[config.mk]
export PLATFORM = sky130hd
export DESIGN_NAME = timer_input_irq_status_mask
export DESIGN_NICKNAME = d
export VERILOG_FILES = /design/src/shared/tirq_pkg.sv /design/src/shared/chan_irq_if.sv /design/src/rtl/flag_mask_bank.sv /design/src/rtl/group_event_unit.sv /design/src/rtl/timer_input_irq_status_mask.sv
export VERILOG_INCLUDE_DIRS = /design/src /design/src/shared
export SDC_FILE = /design/constraint.sdc
export NUM_CORES = 1
export LEC_CHECK = 0
export BUFFER_PORTS_ARGS = -buffer_cell sky130_fd_sc_hd__buf_4
export CORE_ASPECT_RATIO = 0.9
export CORE_UTILIZATION = 50
export CTS_CLUSTER_DIAMETER = 120
export DETAILED_ROUTE_END_ITERATION = 16
export HOLD_SLACK_MARGIN = 0.1
export PLACE_DENSITY = 0.76
export SETUP_SLACK_MARGIN = 0.5
export SYNTH_ARGS = -nofsm -noshare
export SYNTH_HDL_FRONTEND = slang
export SYNTH_SLANG_ARGS = --single-unit
[constraint.sdc]
create_clock -name clk -period 3.7 [get_ports clk]
set_clock_uncertainty 0.1 [all_clocks]
set_input_delay 0.555 -clock clk [delete_from_list [all_inputs] [get_ports clk]]
set_output_delay 0.555 -clock clk [all_outputs]
set_load 0.02 [all_outputs]
[src/shared/tirq_cfg.svh]
`ifndef TIRQ_CFG_SVH
`define TIRQ_CFG_SVH

// Widths
`define CHAN_CNT       20
`define GROUP_CNT      4
`define DATA_W         8
`define ADDR_W         32

// Byte addresses of the channel registers
`define ADDR_CTL_CH0_2     32'h0080_0238
`define ADDR_CTL_CH3_6     32'h0080_0239
`define ADDR_FLAGS_CH7_11  32'h0080_023A
`define ADDR_MASKS_CH7_11  32'h0080_023B
`define ADDR_FLAGS_CH12_19 32'h0080_023C
`define ADDR_MASKS_CH12_19 32'h0080_023D

// Byte addresses of the group event registers
`define ADDR_EVT_STATUS    32'h0080_0240
`define ADDR_EVT_CLEAR     32'h0080_0241
`define ADDR_EVT_ENABLE    32'h0080_0242

// Channel ranges of each group
`define CH_G0 2:0
`define CH_G1 6:3
`define CH_G2 11:7
`define CH_G3 19:12
`define G0_W  3
`define G1_W  4
`define G2_W  5
`define G3_W  8

// Field positions inside the data byte
`define R0_FLAG 6:4
`define R0_MASK 2:0
`define R1_FLAG 7:4
`define R1_MASK 3:0
`define R2_FLAG 4:0
`define R3_MASK 4:0
`define R4_FLAG 7:0
`define R5_MASK 7:0
`define EVT_FIELD 3:0

// Reset and constant values
`define CHAN_ZERO  20'h0_0000
`define GROUP_ZERO 4'h0
`define BYTE_ZERO  8'h00
`define BIT_ZERO   1'b0

`endif

[src/shared/tirq_pkg.sv]
`include "tirq_cfg.svh"

package tirq_pkg;
	typedef logic [`CHAN_CNT-1:0]  chan_vec_t;
	typedef logic [`GROUP_CNT-1:0] group_vec_t;
	typedef logic [`DATA_W-1:0]    data_byte_t;
	typedef logic [`ADDR_W-1:0]    bus_addr_t;
endpackage : tirq_pkg
[src/shared/chan_irq_if.sv]
`timescale 1ns/1ps
`default_nettype none

interface chan_irq_if;
	import tirq_pkg::*;
	chan_vec_t  event_vec;
	chan_vec_t  flag_clr;
	chan_vec_t  mask_we;
	chan_vec_t  mask_wd;
	chan_vec_t  flags;
	chan_vec_t  masks;
	group_vec_t grp_evt;
	group_vec_t evt_wd;
	logic       evt_clr_we;
	logic       evt_en_we;
	group_vec_t evt_stat;
	group_vec_t evt_en;
	logic       irq_lvl;

	modport ctl (
		output event_vec, flag_clr, mask_we, mask_wd, grp_evt, evt_wd, evt_clr_we,
		       evt_en_we,
		input  flags, masks, evt_stat, evt_en, irq_lvl
	);
	modport bank (
		input  event_vec, flag_clr, mask_we, mask_wd,
		output flags, masks
	);
	modport evt (
		input  grp_evt, evt_wd, evt_clr_we, evt_en_we,
		output evt_stat, evt_en, irq_lvl
	);
endinterface : chan_irq_if

`default_nettype wire

[src/rtl/flag_mask_bank.sv]
`timescale 1ns/1ps
`default_nettype none
`include "tirq_cfg.svh"

module flag_mask_bank (
	input  wire logic        clk,
	input  wire logic        resetn,
	chan_irq_if.bank         bus
);
	import tirq_pkg::*;

	chan_vec_t flags_r;
	chan_vec_t flags_nxt;
	chan_vec_t masks_r;
	chan_vec_t masks_nxt;

	// Channel event wins over a clear in the same cycle
	assign flags_nxt = (flags_r & ~bus.flag_clr) | bus.event_vec;
	assign masks_nxt = (masks_r & ~bus.mask_we) | (bus.mask_wd & bus.mask_we);

	always_ff @(posedge clk) begin
		if (!resetn) begin
			flags_r <= `CHAN_ZERO;
			masks_r <= `CHAN_ZERO;
		end else begin
			flags_r <= flags_nxt;
			masks_r <= masks_nxt;
		end
	end

	assign bus.flags = flags_r;
	assign bus.masks = masks_r;
endmodule : flag_mask_bank

`default_nettype wire

[src/rtl/group_event_unit.sv]
`timescale 1ns/1ps
`default_nettype none
`include "tirq_cfg.svh"

module group_event_unit (
	input  wire logic        clk,
	input  wire logic        resetn,
	chan_irq_if.evt          bus
);
	import tirq_pkg::*;

	group_vec_t stat_r;
	group_vec_t stat_nxt;
	group_vec_t en_r;
	group_vec_t en_nxt;
	group_vec_t clr_vec;
	logic       irq_r;

	// Write one to clear; a new event in the same cycle keeps the bit set
	assign clr_vec  = bus.evt_clr_we ? bus.evt_wd : `GROUP_ZERO;
	assign stat_nxt = (stat_r & ~clr_vec) | bus.grp_evt;
	assign en_nxt   = bus.evt_en_we ? bus.evt_wd : en_r;

	always_ff @(posedge clk) begin
		if (!resetn) begin
			stat_r <= `GROUP_ZERO;
			en_r   <= `GROUP_ZERO;
			irq_r  <= `BIT_ZERO;
		end else begin
			stat_r <= stat_nxt;
			en_r   <= en_nxt;
			irq_r  <= |(stat_nxt & en_nxt);
		end
	end

	assign bus.evt_stat = stat_r;
	assign bus.evt_en   = en_r;
	assign bus.irq_lvl  = irq_r;
endmodule : group_event_unit

`default_nettype wire

[src/rtl/timer_input_irq_status_mask.sv]
// Summary of operation
// - A flag reads 1 while its channel request is pending, else 0.
// - Writing 0 to a flag clears it; writing 1 leaves it unchanged.
// - Mask 0 forwards the request, mask 1 blocks it; masks read and write freely.
// - Unassigned bits read 0 and ignore writes.
// - First register: flags of channels 2..0 and their masks.
// - Second register: flags of channels 6..3 and their masks.
// - Third register: flags of channels 11..7 only.
// - Fourth register: masks of channels 11..7 only.
// - Fifth register: flags of channels 19..12 only.
// - Sixth register: masks of channels 19..12 only.
//
// The plain strobed port was left to the implementer.
`timescale 1ns/1ps
`default_nettype none
`include "tirq_cfg.svh"

module timer_input_irq_status_mask (
	input  wire logic                 clk,
	input  wire logic                 resetn,
	input  wire tirq_pkg::bus_addr_t  addr,
	input  wire tirq_pkg::data_byte_t wdata,
	input  wire logic                 wr,
	input  wire logic                 rd,
	output var  tirq_pkg::data_byte_t rdata,
	input  wire tirq_pkg::chan_vec_t  timer_input_channel_event,
	output var  tirq_pkg::group_vec_t group_req,
	output var  logic                 irq
);
	import tirq_pkg::*;

	function automatic logic addr_hit(input bus_addr_t a, input bus_addr_t ofs);
		addr_hit = (a == ofs);
	endfunction : addr_hit

	function automatic group_vec_t group_reduce(input chan_vec_t v);
		group_reduce = {|v[`CH_G3], |v[`CH_G2], |v[`CH_G1], |v[`CH_G0]};
	endfunction : group_reduce

	chan_irq_if ch_if ();

	data_byte_t rdata_r;
	group_vec_t group_req_r;

	logic       hit0;
	logic       hit1;
	logic       hit2;
	logic       hit3;
	logic       hit4;
	logic       hit5;
	logic       hit_stat;
	logic       hit_clr;
	logic       hit_en;
	logic       wr0;
	logic       wr1;
	logic       wr2;
	logic       wr3;
	logic       wr4;
	logic       wr5;
	chan_vec_t  flags;
	chan_vec_t  masks;
	chan_vec_t  pending;
	group_vec_t group_now;
	data_byte_t byte_r0;
	data_byte_t byte_r1;
	data_byte_t byte_r2;
	data_byte_t byte_r3;
	data_byte_t byte_r4;
	data_byte_t byte_r5;
	data_byte_t byte_stat;
	data_byte_t byte_en;
	data_byte_t rd_byte;

	// Address decode
	assign hit0     = addr_hit(addr, `ADDR_CTL_CH0_2);
	assign hit1     = addr_hit(addr, `ADDR_CTL_CH3_6);
	assign hit2     = addr_hit(addr, `ADDR_FLAGS_CH7_11);
	assign hit3     = addr_hit(addr, `ADDR_MASKS_CH7_11);
	assign hit4     = addr_hit(addr, `ADDR_FLAGS_CH12_19);
	assign hit5     = addr_hit(addr, `ADDR_MASKS_CH12_19);
	assign hit_stat = addr_hit(addr, `ADDR_EVT_STATUS);
	assign hit_clr  = addr_hit(addr, `ADDR_EVT_CLEAR);
	assign hit_en   = addr_hit(addr, `ADDR_EVT_ENABLE);

	assign wr0 = wr & hit0;
	assign wr1 = wr & hit1;
	assign wr2 = wr & hit2;
	assign wr3 = wr & hit3;
	assign wr4 = wr & hit4;
	assign wr5 = wr & hit5;

	// Flag clears: a zero written to an assigned flag bit clears that flag
	assign ch_if.flag_clr = {
		{`G3_W{wr4}} & ~wdata[`R4_FLAG],
		{`G2_W{wr2}} & ~wdata[`R2_FLAG],
		{`G1_W{wr1}} & ~wdata[`R1_FLAG],
		{`G0_W{wr0}} & ~wdata[`R0_FLAG]
	};

	// Mask writes: only assigned mask bits are stored
	assign ch_if.mask_we = {
		{`G3_W{wr5}},
		{`G2_W{wr3}},
		{`G1_W{wr1}},
		{`G0_W{wr0}}
	};
	assign ch_if.mask_wd = {wdata[`R5_MASK], wdata[`R3_MASK], wdata[`R1_MASK], wdata[`R0_MASK]};

	assign ch_if.event_vec = timer_input_channel_event;

	flag_mask_bank u_bank (
		.clk    (clk),
		.resetn (resetn),
		.bus    (ch_if.bank)
	);

	assign flags = ch_if.flags;
	assign masks = ch_if.masks;

	// Group requests: any set flag with its mask clear
	assign pending   = flags & ~masks;
	assign group_now = group_reduce(pending);

	// Rising group requests feed the sticky event status
	assign ch_if.grp_evt    = group_now & ~group_req_r;
	assign ch_if.evt_wd     = wdata[`EVT_FIELD];
	assign ch_if.evt_clr_we = wr & hit_clr;
	assign ch_if.evt_en_we  = wr & hit_en;

	group_event_unit u_evt (
		.clk    (clk),
		.resetn (resetn),
		.bus    (ch_if.evt)
	);

	// Read data, unassigned bits forced to zero
	assign byte_r0   = {`BIT_ZERO, flags[`CH_G0], `BIT_ZERO, masks[`CH_G0]};
	assign byte_r1   = {flags[`CH_G1], masks[`CH_G1]};
	assign byte_r2   = {3'h0, flags[`CH_G2]};
	assign byte_r3   = {3'h0, masks[`CH_G2]};
	assign byte_r4   = flags[`CH_G3];
	assign byte_r5   = masks[`CH_G3];
	assign byte_stat = {4'h0, ch_if.evt_stat};
	assign byte_en   = {4'h0, ch_if.evt_en};

	assign rd_byte = hit0     ? byte_r0   :
	                 hit1     ? byte_r1   :
	                 hit2     ? byte_r2   :
	                 hit3     ? byte_r3   :
	                 hit4     ? byte_r4   :
	                 hit5     ? byte_r5   :
	                 hit_stat ? byte_stat :
	                 hit_en   ? byte_en   : `BYTE_ZERO;

	always_ff @(posedge clk) begin
		if (!resetn) begin
			rdata_r     <= `BYTE_ZERO;
			group_req_r <= `GROUP_ZERO;
		end else begin
			rdata_r     <= rd ? rd_byte : `BYTE_ZERO;
			group_req_r <= group_now;
		end
	end

	assign rdata     = rdata_r;
	assign group_req = group_req_r;
	assign irq       = ch_if.irq_lvl;

	a_reset_clear: assert property (@(posedge clk)
		$rose(resetn) |-> (flags == `CHAN_ZERO) && (masks == `CHAN_ZERO)
		&& (group_req == `GROUP_ZERO) && !irq)
		else $error("State not cleared by reset");

	a_event_sets: assert property (@(posedge clk) disable iff (!resetn)
		|timer_input_channel_event |=>
		((flags & $past(timer_input_channel_event)) == $past(timer_input_channel_event)))
		else $error("Channel event did not set its flag");

	a_flag_holds: assert property (@(posedge clk) disable iff (!resetn)
		(!wr && timer_input_channel_event == `CHAN_ZERO) |=> flags == $past(flags))
		else $error("Flag changed without event or write");

	a_clear_zero: assert property (@(posedge clk) disable iff (!resetn)
		wr && hit4 |=> flags[`CH_G3] ==
		(($past(flags[`CH_G3]) & $past(wdata)) | $past(timer_input_channel_event[`CH_G3])))
		else $error("Flag write of zero or one misbehaved");

	a_event_wins: assert property (@(posedge clk) disable iff (!resetn)
		wr && hit2 && wdata[`R2_FLAG] == 5'h00 && timer_input_channel_event[7] |=> flags[7])
		else $error("Event lost to a simultaneous clear");

	a_mask_write: assert property (@(posedge clk) disable iff (!resetn)
		wr && hit5 |=> masks[`CH_G3] == $past(wdata))
		else $error("Mask write not stored");

	a_group_gate: assert property (@(posedge clk) disable iff (!resetn)
		##1 group_req[3] == $past(|(flags[`CH_G3] & ~masks[`CH_G3])))
		else $error("Group request does not follow unmasked flags");

	a_reg0_read: assert property (@(posedge clk) disable iff (!resetn)
		rd && hit0 |=> rdata ==
		{1'b0, $past(flags[`CH_G0]), 1'b0, $past(masks[`CH_G0])})
		else $error("First register read wrong");

	a_reg1_read: assert property (@(posedge clk) disable iff (!resetn)
		rd && hit1 |=> rdata == {$past(flags[`CH_G1]), $past(masks[`CH_G1])})
		else $error("Second register read wrong");

	a_reg2_read: assert property (@(posedge clk) disable iff (!resetn)
		rd && hit2 |=> rdata[7:5] == 3'h0 && rdata[4:0] == $past(flags[`CH_G2]))
		else $error("Third register read wrong");

	a_reg3_read: assert property (@(posedge clk) disable iff (!resetn)
		rd && hit3 |=> rdata[7:5] == 3'h0 && rdata[4:0] == $past(masks[`CH_G2]))
		else $error("Fourth register read wrong");

	a_reg4_read: assert property (@(posedge clk) disable iff (!resetn)
		rd && hit4 |=> rdata == $past(flags[`CH_G3]))
		else $error("Fifth register read wrong");

	a_unused_write: assert property (@(posedge clk) disable iff (!resetn)
		wr && hit3 |=> masks[`CH_G3] == $past(masks[`CH_G3])
		&& flags[`CH_G2] == ($past(flags[`CH_G2]) | $past(timer_input_channel_event[`CH_G2])))
		else $error("Write reached unassigned or foreign bits");

	a_rdata_idle: assert property (@(posedge clk) disable iff (!resetn)
		!rd |=> rdata == `BYTE_ZERO)
		else $error("Read data outside the read answer cycle");

	a_irq_level: assert property (@(posedge clk) disable iff (!resetn)
		irq == |(ch_if.evt_stat & ch_if.evt_en))
		else $error("Interrupt level mismatch");

	a_reg5_read: assert property (@(posedge clk) disable iff (!resetn)
		rd && hit5 |=> rdata == $past(masks[`CH_G3]))
		else $error("Sixth register read wrong");

	a_stat_read: assert property (@(posedge clk) disable iff (!resetn)
		rd && hit_stat |=> rdata == {`GROUP_ZERO, $past(ch_if.evt_stat)})
		else $error("Event status read wrong");

	a_en_read: assert property (@(posedge clk) disable iff (!resetn)
		rd && hit_en |=> rdata == {`GROUP_ZERO, $past(ch_if.evt_en)})
		else $error("Event enable read wrong");

	a_unmapped_read: assert property (@(posedge clk) disable iff (!resetn)
		rd && !(hit0 || hit1 || hit2 || hit3 || hit4 || hit5 || hit_stat || hit_en)
		|=> rdata == `BYTE_ZERO)
		else $error("Unmapped read returned nonzero data");

	a_mask0_write: assert property (@(posedge clk) disable iff (!resetn)
		wr && hit0 |=> masks[`CH_G0] == $past(wdata[`R0_MASK]))
		else $error("First register mask write not stored");

	a_mask1_write: assert property (@(posedge clk) disable iff (!resetn)
		wr && hit1 |=> masks[`CH_G1] == $past(wdata[`R1_MASK]))
		else $error("Second register mask write not stored");

	a_mask3_write: assert property (@(posedge clk) disable iff (!resetn)
		wr && hit3 |=> masks[`CH_G2] == $past(wdata[`R3_MASK]))
		else $error("Fourth register mask write not stored");

	a_clear0_zero: assert property (@(posedge clk) disable iff (!resetn)
		wr && hit0 |=> flags[`CH_G0] == (($past(flags[`CH_G0]) & $past(wdata[`R0_FLAG]))
		| $past(timer_input_channel_event[`CH_G0])))
		else $error("First register flag write misbehaved");

	a_clear1_zero: assert property (@(posedge clk) disable iff (!resetn)
		wr && hit1 |=> flags[`CH_G1] == (($past(flags[`CH_G1]) & $past(wdata[`R1_FLAG]))
		| $past(timer_input_channel_event[`CH_G1])))
		else $error("Second register flag write misbehaved");

	a_clear2_zero: assert property (@(posedge clk) disable iff (!resetn)
		wr && hit2 |=> flags[`CH_G2] == (($past(flags[`CH_G2]) & $past(wdata[`R2_FLAG]))
		| $past(timer_input_channel_event[`CH_G2])))
		else $error("Third register flag write misbehaved");

	a_flag_addr_masks: assert property (@(posedge clk) disable iff (!resetn)
		wr && (hit2 || hit4) |=> masks == $past(masks))
		else $error("Flag-only write changed a mask");

	a_group_gate0: assert property (@(posedge clk) disable iff (!resetn)
		##1 group_req[0] == $past(|(flags[`CH_G0] & ~masks[`CH_G0])))
		else $error("Group 0 request does not follow unmasked flags");

	a_group_gate1: assert property (@(posedge clk) disable iff (!resetn)
		##1 group_req[1] == $past(|(flags[`CH_G1] & ~masks[`CH_G1])))
		else $error("Group 1 request does not follow unmasked flags");

	a_group_gate2: assert property (@(posedge clk) disable iff (!resetn)
		##1 group_req[2] == $past(|(flags[`CH_G2] & ~masks[`CH_G2])))
		else $error("Group 2 request does not follow unmasked flags");

	a_stat_rise: assert property (@(posedge clk) disable iff (!resetn)
		(ch_if.evt_stat & group_req & ~$past(group_req)) == (group_req & ~$past(group_req)))
		else $error("Rising group request did not set its status bit");

	a_evt_clear: assert property (@(posedge clk) disable iff (!resetn)
		wr && hit_clr |=> (ch_if.evt_stat & $past(wdata[`EVT_FIELD]))
		== $past(ch_if.grp_evt & wdata[`EVT_FIELD]))
		else $error("Event clear did not clear its status bits");

	a_stat_readonly: assert property (@(posedge clk) disable iff (!resetn)
		wr && hit_stat |=> ch_if.evt_stat == $past(ch_if.evt_stat | ch_if.grp_evt))
		else $error("Write reached the read-only event status");

	a_en_write: assert property (@(posedge clk) disable iff (!resetn)
		wr && hit_en |=> ch_if.evt_en == $past(wdata[`EVT_FIELD]))
		else $error("Event enable write not stored");
endmodule : timer_input_irq_status_mask

`default_nettype wire

==> results by group <==
Run status
  • Run status: complete, no violations

Global routing
  • Grt met1 use: approximately 37%
  • Met3 usage: slightly below 8%
  • Busiest grt layer: met2
  • First-pass GRT wire length: approximately 13,000 µm
  • Tot GR Track Use: between 20% and 30%
  • Largest net degree at the start of global routing: 39
  • Initial antenna violation count: 0
  • Vias in the first global route: roughly 2,700
  • GR Util met2: roughly 47%
  • Total gr overflow: 0

Final layout
  • Fraction of layout cells with a size suffix above 1: roughly a quarter
  • Antenna diode instance count: 0
  • Final #Nets: around 500
  • Area Growth Syn to Fin: 26.9%

Floorplan
  • Core box area: ~5700 µm²
  • Die Wd: 83.3 µm
  • Std-Cell Rows: 26
  • Initial Utilization: between 50 and 60%
  • DIE AREA: around 6300 µm²
  • Chip height: between 70 and 80 µm
  • # IOs: between 70 and 80

Detailed routing
  • 1st-iter DRT viols: 369
  • DR DRC count: 0
  • Routed len/inst: ~17 µm
  • Drt via density: approximately 5.9
  • Post-detailed-route count of antenna-violating nets: 0
  • Pre-antenna DRT Iters: 5
  • Total number of vias: between 2,000 and 3,000
  • Routed WL: between 8000 and 9000 µm

Logic synthesis
  • Register area share after synthesis: between 40% and 50%
  • Register bit total from synthesis: 61
  • EDFF count, synth: 0
  • Distinct cells, synth: 50
  • Top-count cell post-synth: dfxtp_1
  • Area leader, netlist: dfxtp_1
  • Gate Count Post-Synth: approximately 360
  • Mapped cell area: 2980 µm²
  • Async S/R FF share, synth: 0%
  • Synthesized Nets: 421
  • Syn_area_per_cell: 8.33 µm²
  • Warnings, synthesis: 0
  • Share of the synthesized area in the top cell type: between 40% and 50%
  • Top cells by area, synth: dfxtp_1 (41%), a21oi_1 (7.4%), mux2i_1 (6.1%), nor2_1 (4.3%), inv_1 (4.2%)
  • Synth top cells by count: dfxtp_1 (61), a21oi_1 (44), nor2_1 (34)
  • Synth Flop Type: dfxtp_1

STA
  • Fin Setup TNS: 0 ns
  • Final Max Tran Viols: 0
  • Unrepaired setup endpoints after global routing: no
  • Slew at the pin closest to its max-slew limit: around 1.2 ns
  • Fin. Hold Viols: 0
  • Fmax: ~400 MHz
  • Min cycle time layout: roughly 2.5 ns
  • Worst relative slew slack: 17.9%
  • Final period utilization: about 67%
  • Min Hold Slack: between 0.3 and 0.4 ns
  • Endpoints failing setup: 0

Clock tree
  • Post-CTS setup buffers: 0
  • TritonCTS clock tree: yes
  • H-tree Lvls: 3
  • CTS Buf Count: 9
  • Post-CTS Hold Buffers: 0
  • Clock insertion delay at the later pin of the skew report: around 0.34 ns
  • CTS root buffer: clkbuf_8
  • Resized cells post-CTS: 0
  • CTS sink count: a little over 60
  • Max clock buf depth: 2
  • CTS clk-pin slew, worst paths: about 0.07 ns

Critical path
  • Setup Crit Path Kind: in2reg
  • CP Capture Type: flip-flop
  • Critical Path RT: around 3.8 ns
  • Crit-path max FO: 8
  • CP max-delay cell: or3_1
  • Delay-heaviest family, CP: simple AND/OR/NAND/NOR gates
  • Worst r2r dst: u_evt.bus.irq_lvl$_SDFF_PN0_
  • Max stage delay on crit path: roughly 0.50 ns
  • R2r worst-path depth: 6
  • CP Buf/Inv Count: 1
  • Setup crit start: addr[26]
  • Crit path DAT: 2.63 ns
  • Startpoint Class: input port
  • Critical Path, Cell by Cell: buf_4 > nor4_1 > nand3_2 > or3_1 > nor3_1 > a222oi_1 > a211oi_1
  • Setup slack, reg-to-reg: 1.63 ns

Pwr
  • VDD IR max: 0.274 mV
  • Leakage dissipation: roughly 1.5 nW
  • Cell Pwr Density: slightly below 400 nW/µm²

Hold path
  • Hold EP: u_bank.bus.flags[1]$_SDFF_PN0_
  • Hold Crit Class: in2reg
  • HP Start: timer_input_channel_event[1]
  • Worst hold stages: 3

Placed design
  • DP HPWL: 6150 µm
  • Final GP Congestion: about 0.9
  • Port buffer count: 76

Run
  • Max-cap viol count: 0
## where the power goes
group          switching [W]  internal (W)
registers          0.0000181      0.000680
logic              0.0000911     0.0000860
clock network       0.000253      0.000365
## how the worst max path moves through the flow
stage / slack (ns) / cells after the start / end
floorplan: 1.21 / 6 / u_evt.bus.irq_lvl$_SDFF_PN0_
global placement: 0.98 / 7 / u_bank.bus.flags[11]$_SDFF_PN0_
detailed placement: 0.91 / 7 / u_bank.bus.flags[9]$_SDFF_PN0_
CTS: 1.24 / 7 / u_bank.bus.flags[9]$_SDFF_PN0_
global route: 1.04 / 7 / u_bank.bus.flags[8]$_SDFF_PN0_
finish: 1.21 / 7 / rdata[3]$_SDFF_PP0_
## stage by stage
stage	utilization (%)	setup slack [ns]	cells	area [µm²]	power, W
2_1_floorplan	-	1.21	357	2980	0.000794
3_3_place_gp	62.6	0.976	485	3560	0.000884
3_5_place_dp	62.6	0.906	485	3560	0.000887
4_1_cts	66.3	1.24	501	3770	0.00150
5_1_grt	66.3	1.04	501	3770	0.00155
6_report	66.3	1.21	501	3770	0.00149
## layout make-up
| class | instances | area (µm²) |
|---|---|---|
| repair buffers | 79 | 593 |
| flip-flops and latches | 61 | 1220 |
| multi-input cells | 242 | 1540 |
| inverters | 33 | 124 |
| clock buffers | 13 | 169 |
| well taps | 70 | 87.6 |
| fillers | 479 | 1920 |
| clock inverters | 3 | 42.5 |
## kinds of logic (layout without fill, tap and decap cells)
group                  count (synthesis)  in the layout  share of synthesized area (%)
and+or+nand+nor                      117            117                           22.6
AOI/OAI and AO/OA                    102            102                           20.8
DFF                                   61             61                           41.0
buffers and inverters                 54            128                           7.27
muxes                                 23             23                           8.33
## cell usage in the layout (no fill, tap or decap), drive strengths merged, types with 11 or more instances in the layout
cell,n
buf,79
o21ai,26
nand2,22
a21oi,44
dfxtp,61
nor3,11
inv,33
clkbuf,13
nand3,16
mux2i,18
nor2,34
## routing by layer
metal  vias to the layer above  part of all wire [%]  wire length (µm)
met5                         -                     0                 0
met4                         0                   1.7               146
met3                        17                    12               984
met1                      1358                    42              3540
li1                       1401                     -                 -
met2                       182                    45              3800
## worst register-to-register path, cell delays in order, from the launching register on
cell and delay, ns:
dfxtp_1 0.40, inv_1 0.06, a22o_1 0.20, nor4_1 0.50, o21ai_0 0.17, nor2b_1 0.17, o41a_1 0.36
No activity file was read; power rests on OpenSTA's default activity.
